### src/rtl/bru_pkg.sv
// Package: constants, opcodes, states and carriers of the byte rotate unit
package bru_pkg;
   localparam logic [7:0] OPC_ROT_LEFT_REG = 8'h90;
   localparam logic [7:0] OPC_ROT_LEFT_IND = 8'h91;
   localparam logic [7:0] OPC_ROT_LEFT_CARRY_REG = 8'h10;
   localparam logic [7:0] OPC_ROT_LEFT_CARRY_IND = 8'h11;
   localparam logic [7:0] OPC_ROT_RIGHT_REG = 8'he0;
   localparam logic [7:0] OPC_ROT_RIGHT_IND = 8'he1;
   localparam int MSB_POS = 7;
   localparam int LSB_POS = 0;
   localparam int FLAG_C = 7;
   localparam int FLAG_Z = 6;
   localparam int FLAG_S = 5;
   localparam int FLAG_V = 4;
   localparam int FLAG_D = 3;
   localparam int FLAG_H = 2;
   localparam logic [7:0] BYTE_ZERO = 8'h00;
   localparam int INSTR_CYCLES = 4;
   localparam int INSTR_BYTES = 2;

   typedef enum logic [1:0] {
      BRU_OP_ROTATE_LEFT = 2'h0,
      BRU_OP_ROTATE_LEFT_CARRY = 2'h1,
      BRU_OP_ROTATE_RIGHT = 2'h2
   } bru_op_type;

   typedef enum logic [3:0] {
      BRU_ST_IDLE = 4'h1,
      BRU_ST_POINTER = 4'h2,
      BRU_ST_OPERAND = 4'h4,
      BRU_ST_WRITE = 4'h8
   } bru_state_type;

   // Instruction handed over by the decoder: opcode and operand byte
   typedef struct packed {
      logic [7:0] opcode;
      logic [7:0] dst;
   } bru_instr_type;

   // Register file access requested by the unit
   typedef struct packed {
      logic rd_en;
      logic wr_en;
      logic [7:0] addr;
      logic [7:0] wdata;
   } bru_rf_type;
endpackage

### src/rtl/bru_rotate.sv
// Combinational rotate core: result byte and updated flags
`timescale 1ns/1ps
module bru_rotate (
   input wire bru_pkg::bru_op_type op_in,
   input wire logic [7:0] operand_in,
   input wire logic [7:0] flags_in,
   output logic [7:0] result_out,
   output logic [7:0] flags_out
);
   import bru_pkg::*;

   wire logic [7:0] rot_left = {operand_in[6:0], operand_in[MSB_POS]};
   wire logic [7:0] rot_left_c = {operand_in[6:0], flags_in[FLAG_C]};
   wire logic [7:0] rot_right = {operand_in[LSB_POS], operand_in[7:1]};
   wire logic carry_new = (op_in == BRU_OP_ROTATE_RIGHT) ? operand_in[LSB_POS]
                                                         : operand_in[MSB_POS];
   wire logic [7:0] res = (op_in == BRU_OP_ROTATE_RIGHT) ? rot_right :
                          (op_in == BRU_OP_ROTATE_LEFT_CARRY) ? rot_left_c : rot_left;

   assign result_out = res;
   always_comb begin
      flags_out = flags_in; // D, H and the low bits stay as they were
      flags_out[FLAG_C] = carry_new;
      flags_out[FLAG_Z] = (res == BYTE_ZERO);
      flags_out[FLAG_S] = res[MSB_POS];
      flags_out[FLAG_V] = res[MSB_POS] ^ operand_in[MSB_POS];
   end
endmodule

### src/rtl/bru_top.sv
// Byte rotate unit: decode, operand fetch, rotate and write-back sequencer
`timescale 1ns/1ps
// Notes on behaviour
// - Rotate left: bit 7 to bit 0 and carry
// - Rotate through carry: old carry enters bit 0
// - Rotate right: bit 0 to bit 7 and carry
// - Left rotates: carry equals original bit 7
// - Right rotate: carry equals original bit 0
// - Zero flag set when result is zero
// - Sign flag copies result bit 7
// - Overflow on sign change; D, H untouched
module bru_top (
   input wire logic clk_in,
   input wire logic rst_in,
   input wire logic start_in,
   input wire bru_pkg::bru_instr_type instr_in,
   input wire logic [7:0] rf_rdata_in,
   input wire logic [7:0] flags_in,
   output logic busy_out,
   output logic done_out,
   output logic illegal_out,
   output bru_pkg::bru_rf_type rf_out,
   output logic flags_we_out,
   output logic [7:0] flags_out
);
   import bru_pkg::*;

   // ****************************************
   // Decode
   // ****************************************
   wire logic is_rot_left = (instr_in.opcode == OPC_ROT_LEFT_REG) ||
                            (instr_in.opcode == OPC_ROT_LEFT_IND);
   wire logic is_rot_left_carry = (instr_in.opcode == OPC_ROT_LEFT_CARRY_REG) ||
                                  (instr_in.opcode == OPC_ROT_LEFT_CARRY_IND);
   wire logic is_rot_right = (instr_in.opcode == OPC_ROT_RIGHT_REG) ||
                             (instr_in.opcode == OPC_ROT_RIGHT_IND);
   wire logic legal = is_rot_left || is_rot_left_carry || is_rot_right;
   wire logic is_ind = instr_in.opcode[0]; // Odd code picks indirect mode
   wire bru_op_type dec_op = is_rot_right ? BRU_OP_ROTATE_RIGHT :
                             is_rot_left_carry ? BRU_OP_ROTATE_LEFT_CARRY : BRU_OP_ROTATE_LEFT;

   // ****************************************
   // State
   // ****************************************
   bru_state_type state_q, state_d;
   bru_op_type op_q;
   logic ind_q;
   logic [7:0] addr_q, addr_d;
   logic [7:0] operand_q;
   logic [7:0] flags_snap_q;
   logic busy_q, done_q, illegal_q, flags_we_q;
   logic [7:0] flags_q;
   bru_rf_type rf_q, rf_d;
   wire logic [7:0] rot_result;
   wire logic [7:0] rot_flags;

   bru_rotate u_rotate (
      .op_in(op_q),
      .operand_in(operand_q),
      .flags_in(flags_snap_q),
      .result_out(rot_result),
      .flags_out(rot_flags)
   );

   // ****************************************
   // Sequencer decode
   // ****************************************
   wire logic in_idle = (state_q == BRU_ST_IDLE);
   wire logic in_pointer = (state_q == BRU_ST_POINTER);
   wire logic in_operand = (state_q == BRU_ST_OPERAND);
   wire logic in_write = (state_q == BRU_ST_WRITE);
   wire logic next_idle = (state_d == BRU_ST_IDLE);
   wire logic accept = start_in && legal && in_idle;
   // Starts while busy are dropped silently; only an idle start is judged
   wire logic illegal_start = start_in && !legal && in_idle;
   // Direct mode has its operand one cycle earlier than indirect mode
   wire logic cap_direct = in_pointer && !ind_q;
   wire logic cap_indirect = in_operand && ind_q;

   // Every form walks idle, pointer, operand, write: four cycles
   always_comb begin
      state_d = state_q;
      addr_d = addr_q;
      rf_d = '0;
      case (state_q)
         BRU_ST_IDLE: begin
            if (accept) begin
               state_d = BRU_ST_POINTER;
               addr_d = instr_in.dst;
               rf_d.rd_en = 1'b1;
               rf_d.addr = instr_in.dst;
            end
         end
         BRU_ST_POINTER: begin
            state_d = BRU_ST_OPERAND;
            // Pointer is only read, never written back
            if (ind_q) begin
               addr_d = rf_rdata_in;
               rf_d.rd_en = 1'b1;
               rf_d.addr = rf_rdata_in;
            end
         end
         BRU_ST_OPERAND: begin
            state_d = BRU_ST_WRITE;
         end
         BRU_ST_WRITE: begin
            state_d = BRU_ST_IDLE;
            rf_d.wr_en = 1'b1;
            rf_d.addr = addr_q; // pointed location in indirect mode
            rf_d.wdata = rot_result;
         end
         default: begin
            state_d = BRU_ST_IDLE;
         end
      endcase
   end

   // ****************************************
   // Registers
   // ****************************************
   // Sequencer state
   always_ff @(posedge clk_in or posedge rst_in) begin
      if (rst_in) begin
         state_q <= BRU_ST_IDLE;
      end else begin
         state_q <= state_d;
      end
   end

   // Write-back address: the pointed location in indirect mode
   always_ff @(posedge clk_in or posedge rst_in) begin
      if (rst_in) begin
         addr_q <= BYTE_ZERO;
      end else begin
         addr_q <= addr_d;
      end
   end

   // Register file strobes are registered so the outputs come from flops
   always_ff @(posedge clk_in or posedge rst_in) begin
      if (rst_in) begin
         rf_q <= '0;
      end else begin
         rf_q <= rf_d;
      end
   end

   // Operation and mode are held for the whole instruction
   always_ff @(posedge clk_in or posedge rst_in) begin
      if (rst_in) begin
         op_q <= BRU_OP_ROTATE_LEFT;
      end else if (accept) begin
         op_q <= dec_op;
      end
   end

   always_ff @(posedge clk_in or posedge rst_in) begin
      if (rst_in) begin
         ind_q <= 1'b0;
      end else if (accept) begin
         ind_q <= is_ind;
      end
   end

   // Read data is combinational, so it is taken in the cycle its strobe stands
   always_ff @(posedge clk_in or posedge rst_in) begin
      if (rst_in) begin
         operand_q <= BYTE_ZERO;
      end else if (cap_direct || cap_indirect) begin
         operand_q <= rf_rdata_in;
      end
   end

   // Flags sampled at issue; a later flags write cannot leak into this result
   always_ff @(posedge clk_in or posedge rst_in) begin
      if (rst_in) begin
         flags_snap_q <= BYTE_ZERO;
      end else if (accept) begin
         flags_snap_q <= flags_in; // Carry feeds bit 0
      end
   end

   // ****************************************
   // Completion
   // ****************************************
   always_ff @(posedge clk_in or posedge rst_in) begin
      if (rst_in) begin
         busy_q <= 1'b0;
      end else begin
         busy_q <= !next_idle;
      end
   end

   // Done, flags strobe and write strobe rise together
   always_ff @(posedge clk_in or posedge rst_in) begin
      if (rst_in) begin
         done_q <= 1'b0;
      end else begin
         done_q <= in_write;
      end
   end

   always_ff @(posedge clk_in or posedge rst_in) begin
      if (rst_in) begin
         flags_we_q <= 1'b0;
      end else begin
         flags_we_q <= in_write;
      end
   end

   always_ff @(posedge clk_in or posedge rst_in) begin
      if (rst_in) begin
         illegal_q <= 1'b0;
      end else begin
         illegal_q <= illegal_start;
      end
   end

   always_ff @(posedge clk_in or posedge rst_in) begin
      if (rst_in) begin
         flags_q <= BYTE_ZERO;
      end else if (in_write) begin
         flags_q <= rot_flags;
      end
   end

   // ****************************************
   // Outputs
   // ****************************************
   assign busy_out = busy_q;
   assign done_out = done_q;
   assign illegal_out = illegal_q;
   assign rf_out = rf_q;
   assign flags_we_out = flags_we_q;
   assign flags_out = flags_q;
endmodule

### config.mk
export PLATFORM = sky130hd
export DESIGN_NAME = bru_top
export DESIGN_NICKNAME = d
export VERILOG_FILES = /design/src/rtl/bru_pkg.sv /design/src/rtl/bru_rotate.sv /design/src/rtl/bru_top.sv
export SDC_FILE = /design/constraint.sdc
export NUM_CORES = 1
export LEC_CHECK = 0
export ABC_CLOCK_PERIOD_IN_PS = 3590
export BUFFER_PORTS_ARGS = -buffer_cell sky130_fd_sc_hd__clkbuf_2
export CORE_ASPECT_RATIO = 0.9
export CORE_MARGIN = 1
export CORE_UTILIZATION = 30
export CTS_CLUSTER_SIZE = 20
export DETAILED_ROUTE_END_ITERATION = 12
export SYNTH_ARGS = -nofsm -noshare
export SYNTH_HDL_FRONTEND = slang
export SYNTH_SLANG_ARGS = --single-unit
### constraint.sdc
create_clock -name clk_in -period 3.59 [get_ports clk_in]
set_clock_uncertainty 0.15 [all_clocks]
set_input_delay 0.718 -clock clk_in [delete_from_list [all_inputs] [get_ports clk_in]]
set_output_delay 0.718 -clock clk_in [all_outputs]
set_load 0.02 [all_outputs]
==> flow_metrics.py, run 1 <==
metrics = {
    "status": {
        "status": "finished, final reports clean",
    },
    "die": {
        "ios": 65,
        "core-area_mm2": 0.00773,
        "chipWidth_um": 97.2,
        "num_rows": 30,
        "die_y_um": 87.6,
        "die_area_mm2": 0.00851,
        "start_util": 0.316,
    },
    "clock_network": {
        "clockBufferDepth": 2,
        "clkSinkCount": 56,
        "cts_resized": 0,
        "cts_setup_buffers": 0,
        "hold_buffers": 0,
        "cts_root_buf": "clkbuf_8",
        "cts_tree": "done",
        "h-tree-depth": 2,
        "numCtsBuffers": 5,
        "insertion_delay_ns": 0.32,
        "clk_pin_slew_ns": 0.11,
    },
    "logic_synthesis": {
        "ys_types": 37,
        "synthCells": 224,
        "synthesis.area_mm2": 0.00244,
        "yosys_warnings": 0,
        "yosys.area_share.simple": 0.195,
        "ys_seq_area_frac": 0.574,
        "synthXorXnorAreaFrac": 0.00716,
        "synth_fa_ha_area_frac": 0,
        "synth_area_leader_cell": "dfrtp_1",
        "synth.ff_latch_count": 56,
        "synth_area_per_cell_um2": 10.9,
        "synth_top_area_frac": 0.563,
        "synthMuxAreaShare": 0.0691,
        "synth_compound_area_frac": 0.115,
        "syn_nets": 259,
        "synth_top_family_by_area": "simple AND/OR/NAND/NOR gates",
        "synth_area_leaders": "dfrtp_1 (56%), nand2_1 (6.8%), mux2_2 (5.1%)",
    },
    "power_and_ir_drop": {
        "p_total_w": 0.00118,
        "vdd_drop_max_uv": 145,
        "power.density_mw_per_mm2": 407,
        "p_leak_nw": 1.48,
    },
    "global_route": {
        "grt_use_total": 0.132,
        "grt_pass1_wl_um": 8870,
        "grt-busiest-layer": "met2",
        "overflow": 0,
        "grt_use_met1": 0.172,
        "antenna_found_initial": 0,
        "grt_max_degree": 37,
        "grt_pass1_vias": 1791,
        "met3_usage": 0.0359,
        "use_met2": 0.214,
    },
    "worst_setup_path": {
        "slowest_stage": "or4b_2",
        "critPathBufInv": 1,
        "cpPeakStageDelay_ns": 0.95,
        "cp_top_family": "simple AND/OR/NAND/NOR gates",
        "required_ns": 3.69,
        "worst-endpoint-arrival_ns": 2.56,
        "crit_path_end_kind": "flop",
        "start_kind": "flop",
        "worst-path-max-fanout": 20,
        "criticalPathCategory": "flop to flop",
        "path_cells": "or4b_2, inv_1, a22oi_1, nand2_1",
    },
    "timing": {
        "fin_crit_ns": 2.47,
        "finalSetupTns_ns": 0,
        "fin_crit_sh": 0.687,
        "finalSetupViolCount": 0,
        "rsz0062_at_grt": "no",
        "slew_viol_final": 0,
        "finalHoldViolCount": 0,
        "fin_ws_ns": 1.12,
        "fin_hold_ws_ns": 0.226,
        "worstMarginPinSlew_ns": 0.677,
        "timing.fmax_mhz": 405,
        "max_slew_margin": 0.546,
    },
    "cells_and_area": {
        "layout_common_cells": "clkbuf_2 (61), dfrtp_1 (55), nand2_1 (44), nor2_1 (23), nor3_1 (12)",
        "area_growth_pct": 18.8,
        "final_cell_count_no_fill": 378,
        "drive_above_1_share": 0.344,
        "layout_commonest_cell": "clkbuf_2",
        "nets": 316,
        "antenna_cells": 0,
    },
    "routing": {
        "antenna_left": 0,
        "vias_per_cell": 4.72,
        "vias": 1785,
        "drt_wl_total_um": 5240,
        "drc": 0,
        "drt_first_pass_iters": 4,
        "drtIter0Drc": 94,
        "wl_per_cell_um": 13.9,
    },
    "run": {
        "cap_violations": 0,
    },
    "placed_design": {
        "dpl.cell_count": 370,
        "dp_hpwl_um": 3710,
        "preCtsSetupSlack_ns": 0.922,
        "gp_congestion": 0.768,
        "io_buffers": 61,
    },
    "min_path": {
        "hold_class": "input port to async pin",
    },
}
[final timing paths]
kind / startpoint / slack (ns) / cells after the start / to
setup reg to reg: state_q[1] / 1.12 / 4 / rf_out[8]
hold reg to reg: flags_snap_q[2] / 0.33 / 2 / flags_out[2]
min in group clk_in: flags_snap_q[2] / 0.33 / 2 / flags_out[2]
setup / recovery: state_q[1] / 1.12 / 4 / rf_out[8]
max in group asynchronous: rst_in / 2.21 / 3 / state_q[0]
hold / removal: rst_in / 0.23 / 2 / flags_we_out
[synth_stat cells]
cell	count
dfrtp_1	55
nand2_1	44
nor2_1	23
nor3_1	12
mux2_2	11
a21oi_1	10
a211oi_2	8
a22oi_1	8
buf_2	5
clkbuf_1	4
mux2_1	4
buf_4	3
inv_1	3
nand2b_1	3
nor3b_1	3
a21o_1	2
and3b_1	2
buf_6	2
nor4b_1	2
o21ai_0	2
xor2_1	2
a2111oi_4	1
and2_1	1
and4b_1	1
dfstp_2	1
nand4_1	1
nand4b_1	1
nand4bb_1	1
nor2b_1	1
nor4_1	1
o21ai_1	1
o22ai_1	1
o31ai_1	1
or3_1	1
or3b_4	1
or4_1	1
or4b_2	1
[registers in the layout, indices dropped and copies added, names as in the netlist]
register,count
illegal_out,1
addr_q,8
state_q,4
rf_out,17
flags_we_out,1
flags_out,8
operand_q,8
ind_q,1
flags_snap_q,5
op_q,2
busy_out,1
[final cells by class]
type	instances	area [µm²]
clock buffers	5	68.8
clock inverters	3	22.5
fillers	773	4830
inverters	3	11.3
multi-input cells	151	952
flip-flops and latches	56	1400
well taps	96	120
repair buffers	64	328
[power breakdown]
part	internal [W]	switching (W)
Clock	0.000140	0.000217
Combinational	0.0000595	0.0000657
Sequential	0.000673	0.0000266
Total	0.000873	0.000309
[cell families (layout without fill, tap and decap cells)]
family	count (synthesis)	after routing
multiplexers	15	15
buffers and inverters	17	75
AND/OR/NAND/NOR	100	100
flip-flops	56	56
XOR/XNOR	2	2
AO/OA/AOI/OAI	34	34
[through the flow]
stage                     cell area (µm²)  utilization
after floorplan                      2440            -
after global placement               2810        0.364
final                                2910        0.376
after CTS                            2910        0.376
after detailed placement             2810        0.364
after global routing                 2910        0.376
[per-layer routing]
| metal | vias up | part of all wire | routed length (µm) |
|---|---|---|---|
| li1 | 880 | - | - |
| met1 | 854 | 0.48 | 2520 |
| met2 | 43 | 0.44 | 2330 |
| met3 | 8 | 0.061 | 317 |
| met4 | 0 | 0.013 | 67 |
| met5 | - | 0 | 0 |
No activity file was read; power rests on OpenSTA's default activity.
==> run 2: changes to the inputs <==
--- a/config.mk
+++ b/config.mk
@@ -5,7 +5,7 @@
 export SDC_FILE = /design/constraint.sdc
 export NUM_CORES = 1
 export LEC_CHECK = 0
-export ABC_CLOCK_PERIOD_IN_PS = 3590
+export ABC_CLOCK_PERIOD_IN_PS = 2500
 export BUFFER_PORTS_ARGS = -buffer_cell sky130_fd_sc_hd__clkbuf_2
 export CORE_ASPECT_RATIO = 0.9
 export CORE_MARGIN = 1
==> constraint.sdc (replaced) <==
create_clock -name clk_in -period 2.5 [get_ports clk_in]
set_clock_uncertainty 0.15 [all_clocks]
set_input_delay 0.5 -clock clk_in [delete_from_list [all_inputs] [get_ports clk_in]]
set_output_delay 0.5 -clock clk_in [all_outputs]
set_load 0.02 [all_outputs]
==> run 2 against run 1 <==
Effect of this change: register-to-register slack got worse by 0.75 ns; wire length grew 0.31%; final area grew 2.5%; via count is 2.0% higher; worst hold slack got worse by 0.17 ns.
==> flow_metrics.py, run 2 (synthesis results as in run 1) <==
metrics = {
    "worst_setup_path": {
        "worst-path-max-fanout": 13,
        "crit_path_end_kind": "flop",
        "worst-endpoint-arrival_ns": 2.21,
        "criticalPathCategory": "flop to flop",
        "start_kind": "flop",
        "required_ns": 2.58,
    },
    "cells_and_area": {
        "multi_input_area_um2": 952,
        "largest_reg_flops": 17,
        "regArea_mm2": 0.00140,
        "area_growth_pct": 21.8,
        "antenna_cells": 0,
        "nets": 320,
        "drive_above_1_share": 0.350,
        "fin_area_mm2": 0.00298,
        "layout_commonest_cell": "clkbuf_2",
        "layout_common_cells": "clkbuf_2 (61), dfrtp_1 (55), nand2_1 (44), nor2_1 (23), nor3_1 (12)",
        "nFillCells": 793,
    },
    "routing": {
        "drt_first_pass_iters": 4,
        "dr_wl_met2_um": 2390,
        "wl_per_cell_um": 13.8,
        "drt_wl_total_um": 5250,
        "antenna_left": 0,
        "drc": 0,
        "highest_layer": "met4",
        "vias": 1821,
        "wl_met1_um": 2560,
        "dr_wl_met3_um": 227,
        "vias_per_cell": 4.77,
        "drtIter0Drc": 77,
    },
    "clock_network": {
        "hold_buffers": 0,
        "clkSinkCount": 56,
        "clockBufferDepth": 2,
        "clk_pin_slew_ns": 0.10,
        "numCtsBuffers": 5,
        "cts_setup_buffers": 0,
        "cts_tree": "done",
        "cts_resized": 0,
        "cts_root_buf": "clkbuf_8",
        "h-tree-depth": 2,
        "insertion_delay_ns": 0.31,
    },
    "global_route": {
        "overflow": 0,
        "grt_pass1_wl_um": 8890,
        "grt_use_total": 0.132,
        "antenna_found_initial": 0,
        "grt_max_degree": 57,
        "grt_pass1_vias": 1814,
    },
    "die": {
        "die_y_um": 87.6,
        "die_area_mm2": 0.00851,
        "num_rows": 30,
        "core-area_mm2": 0.00773,
        "start_util": 0.316,
        "ios": 65,
        "chipWidth_um": 97.2,
    },
    "timing": {
        "timing.fmax_mhz": 469,
        "worstMarginPinSlew_ns": 0.593,
        "slew_viol_final": 0,
        "rsz0062_at_grt": "no",
        "fin_crit_sh": 0.852,
        "finalSetupViolCount": 0,
        "fin_ws_ns": 0.369,
        "fin_crit_ns": 2.13,
        "finalHoldViolCount": 0,
        "max_slew_margin": 0.605,
        "finalSetupTns_ns": 0,
    },
    "status": {
        "status": "finished, final reports clean",
    },
    "min_path": {
        "hold_class": "input port to async pin",
    },
    "power_and_ir_drop": {
        "vdd_drop_max_uv": 208,
        "power.density_mw_per_mm2": 596,
        "p_leak_nw": 1.51,
    },
    "placed_design": {
        "dpl_cell_area_mm2": 0.00287,
        "dp_hpwl_um": 3800,
        "io_buffers": 61,
        "gp_congestion": 0.780,
        "preCtsSetupSlack_ns": 0.153,
    },
    "run": {
        "cap_violations": 0,
    },
}
[run 2: layout make-up]
class                   count  share of cell area
multi-input cells         151               0.320
clock buffers               6              0.0244
clock inverters             2              0.0118
flip-flops and latches     56               0.471
inverters                   3             0.00378
repair buffers             68               0.129
well taps                  96              0.0404
[run 2: worst paths after layout]
kind	startpoint	to	slack (ns)	cells past startpoint
setup / recovery	state_q[0]	addr_q[3]	0.37	6
hold / removal	rst_in	flags_out[0]	0.05	3
setup reg to reg	state_q[0]	addr_q[3]	0.37	6
hold reg to reg	flags_snap_q[0]	flags_out[0]	0.32	2
max in group asynchronous	rst_in	state_q[0]	1.82	3
min in group clk_in	instr_in[0]	rf_out[8]	0.25	3
[run 2: worst max-delay path, cell delays in order, from the launching register on]
cell and delay, ns:
dfstp_2 0.58, nand4bb_1 0.23, a2111oi_4 0.47, buf_4 0.19
buf_4 0.19, nor3_1 0.08, a211oi_2 0.16
[run 2: per-layer routing]
metal  GRT usage  vias to the layer above
li1            -                      893
met1       0.176                      877
met2       0.211                       43
met3      0.0335                        8
met4      0.0475                        0
met5           0                        -
[run 2: through the flow]
stage / cells / power [W] / util / hold WS, ns
6_report: 382 / 0.00177 / 0.385 / 0.0513
5_1_grt: 382 / 0.00187 / 0.385 / 0.0976
4_1_cts: 382 / 0.00181 / 0.385 / 0.0687
3_5_place_dp: 374 / 0.00121 / 0.371 / 0.301
3_3_place_gp: 374 / 0.00120 / 0.371 / 0.298
2_1_floorplan: 224 / 0.00114 / - / 0.282
[run 2: power breakdown]
part / leakage (nW) / internal (W) / switching (W)
clock: 0.0552 / 0.000298 / 0.000285
combinational: 0.717 / 0.0000884 / 0.0000969
sequential: 0.739 / 0.000966 / 0.0000402
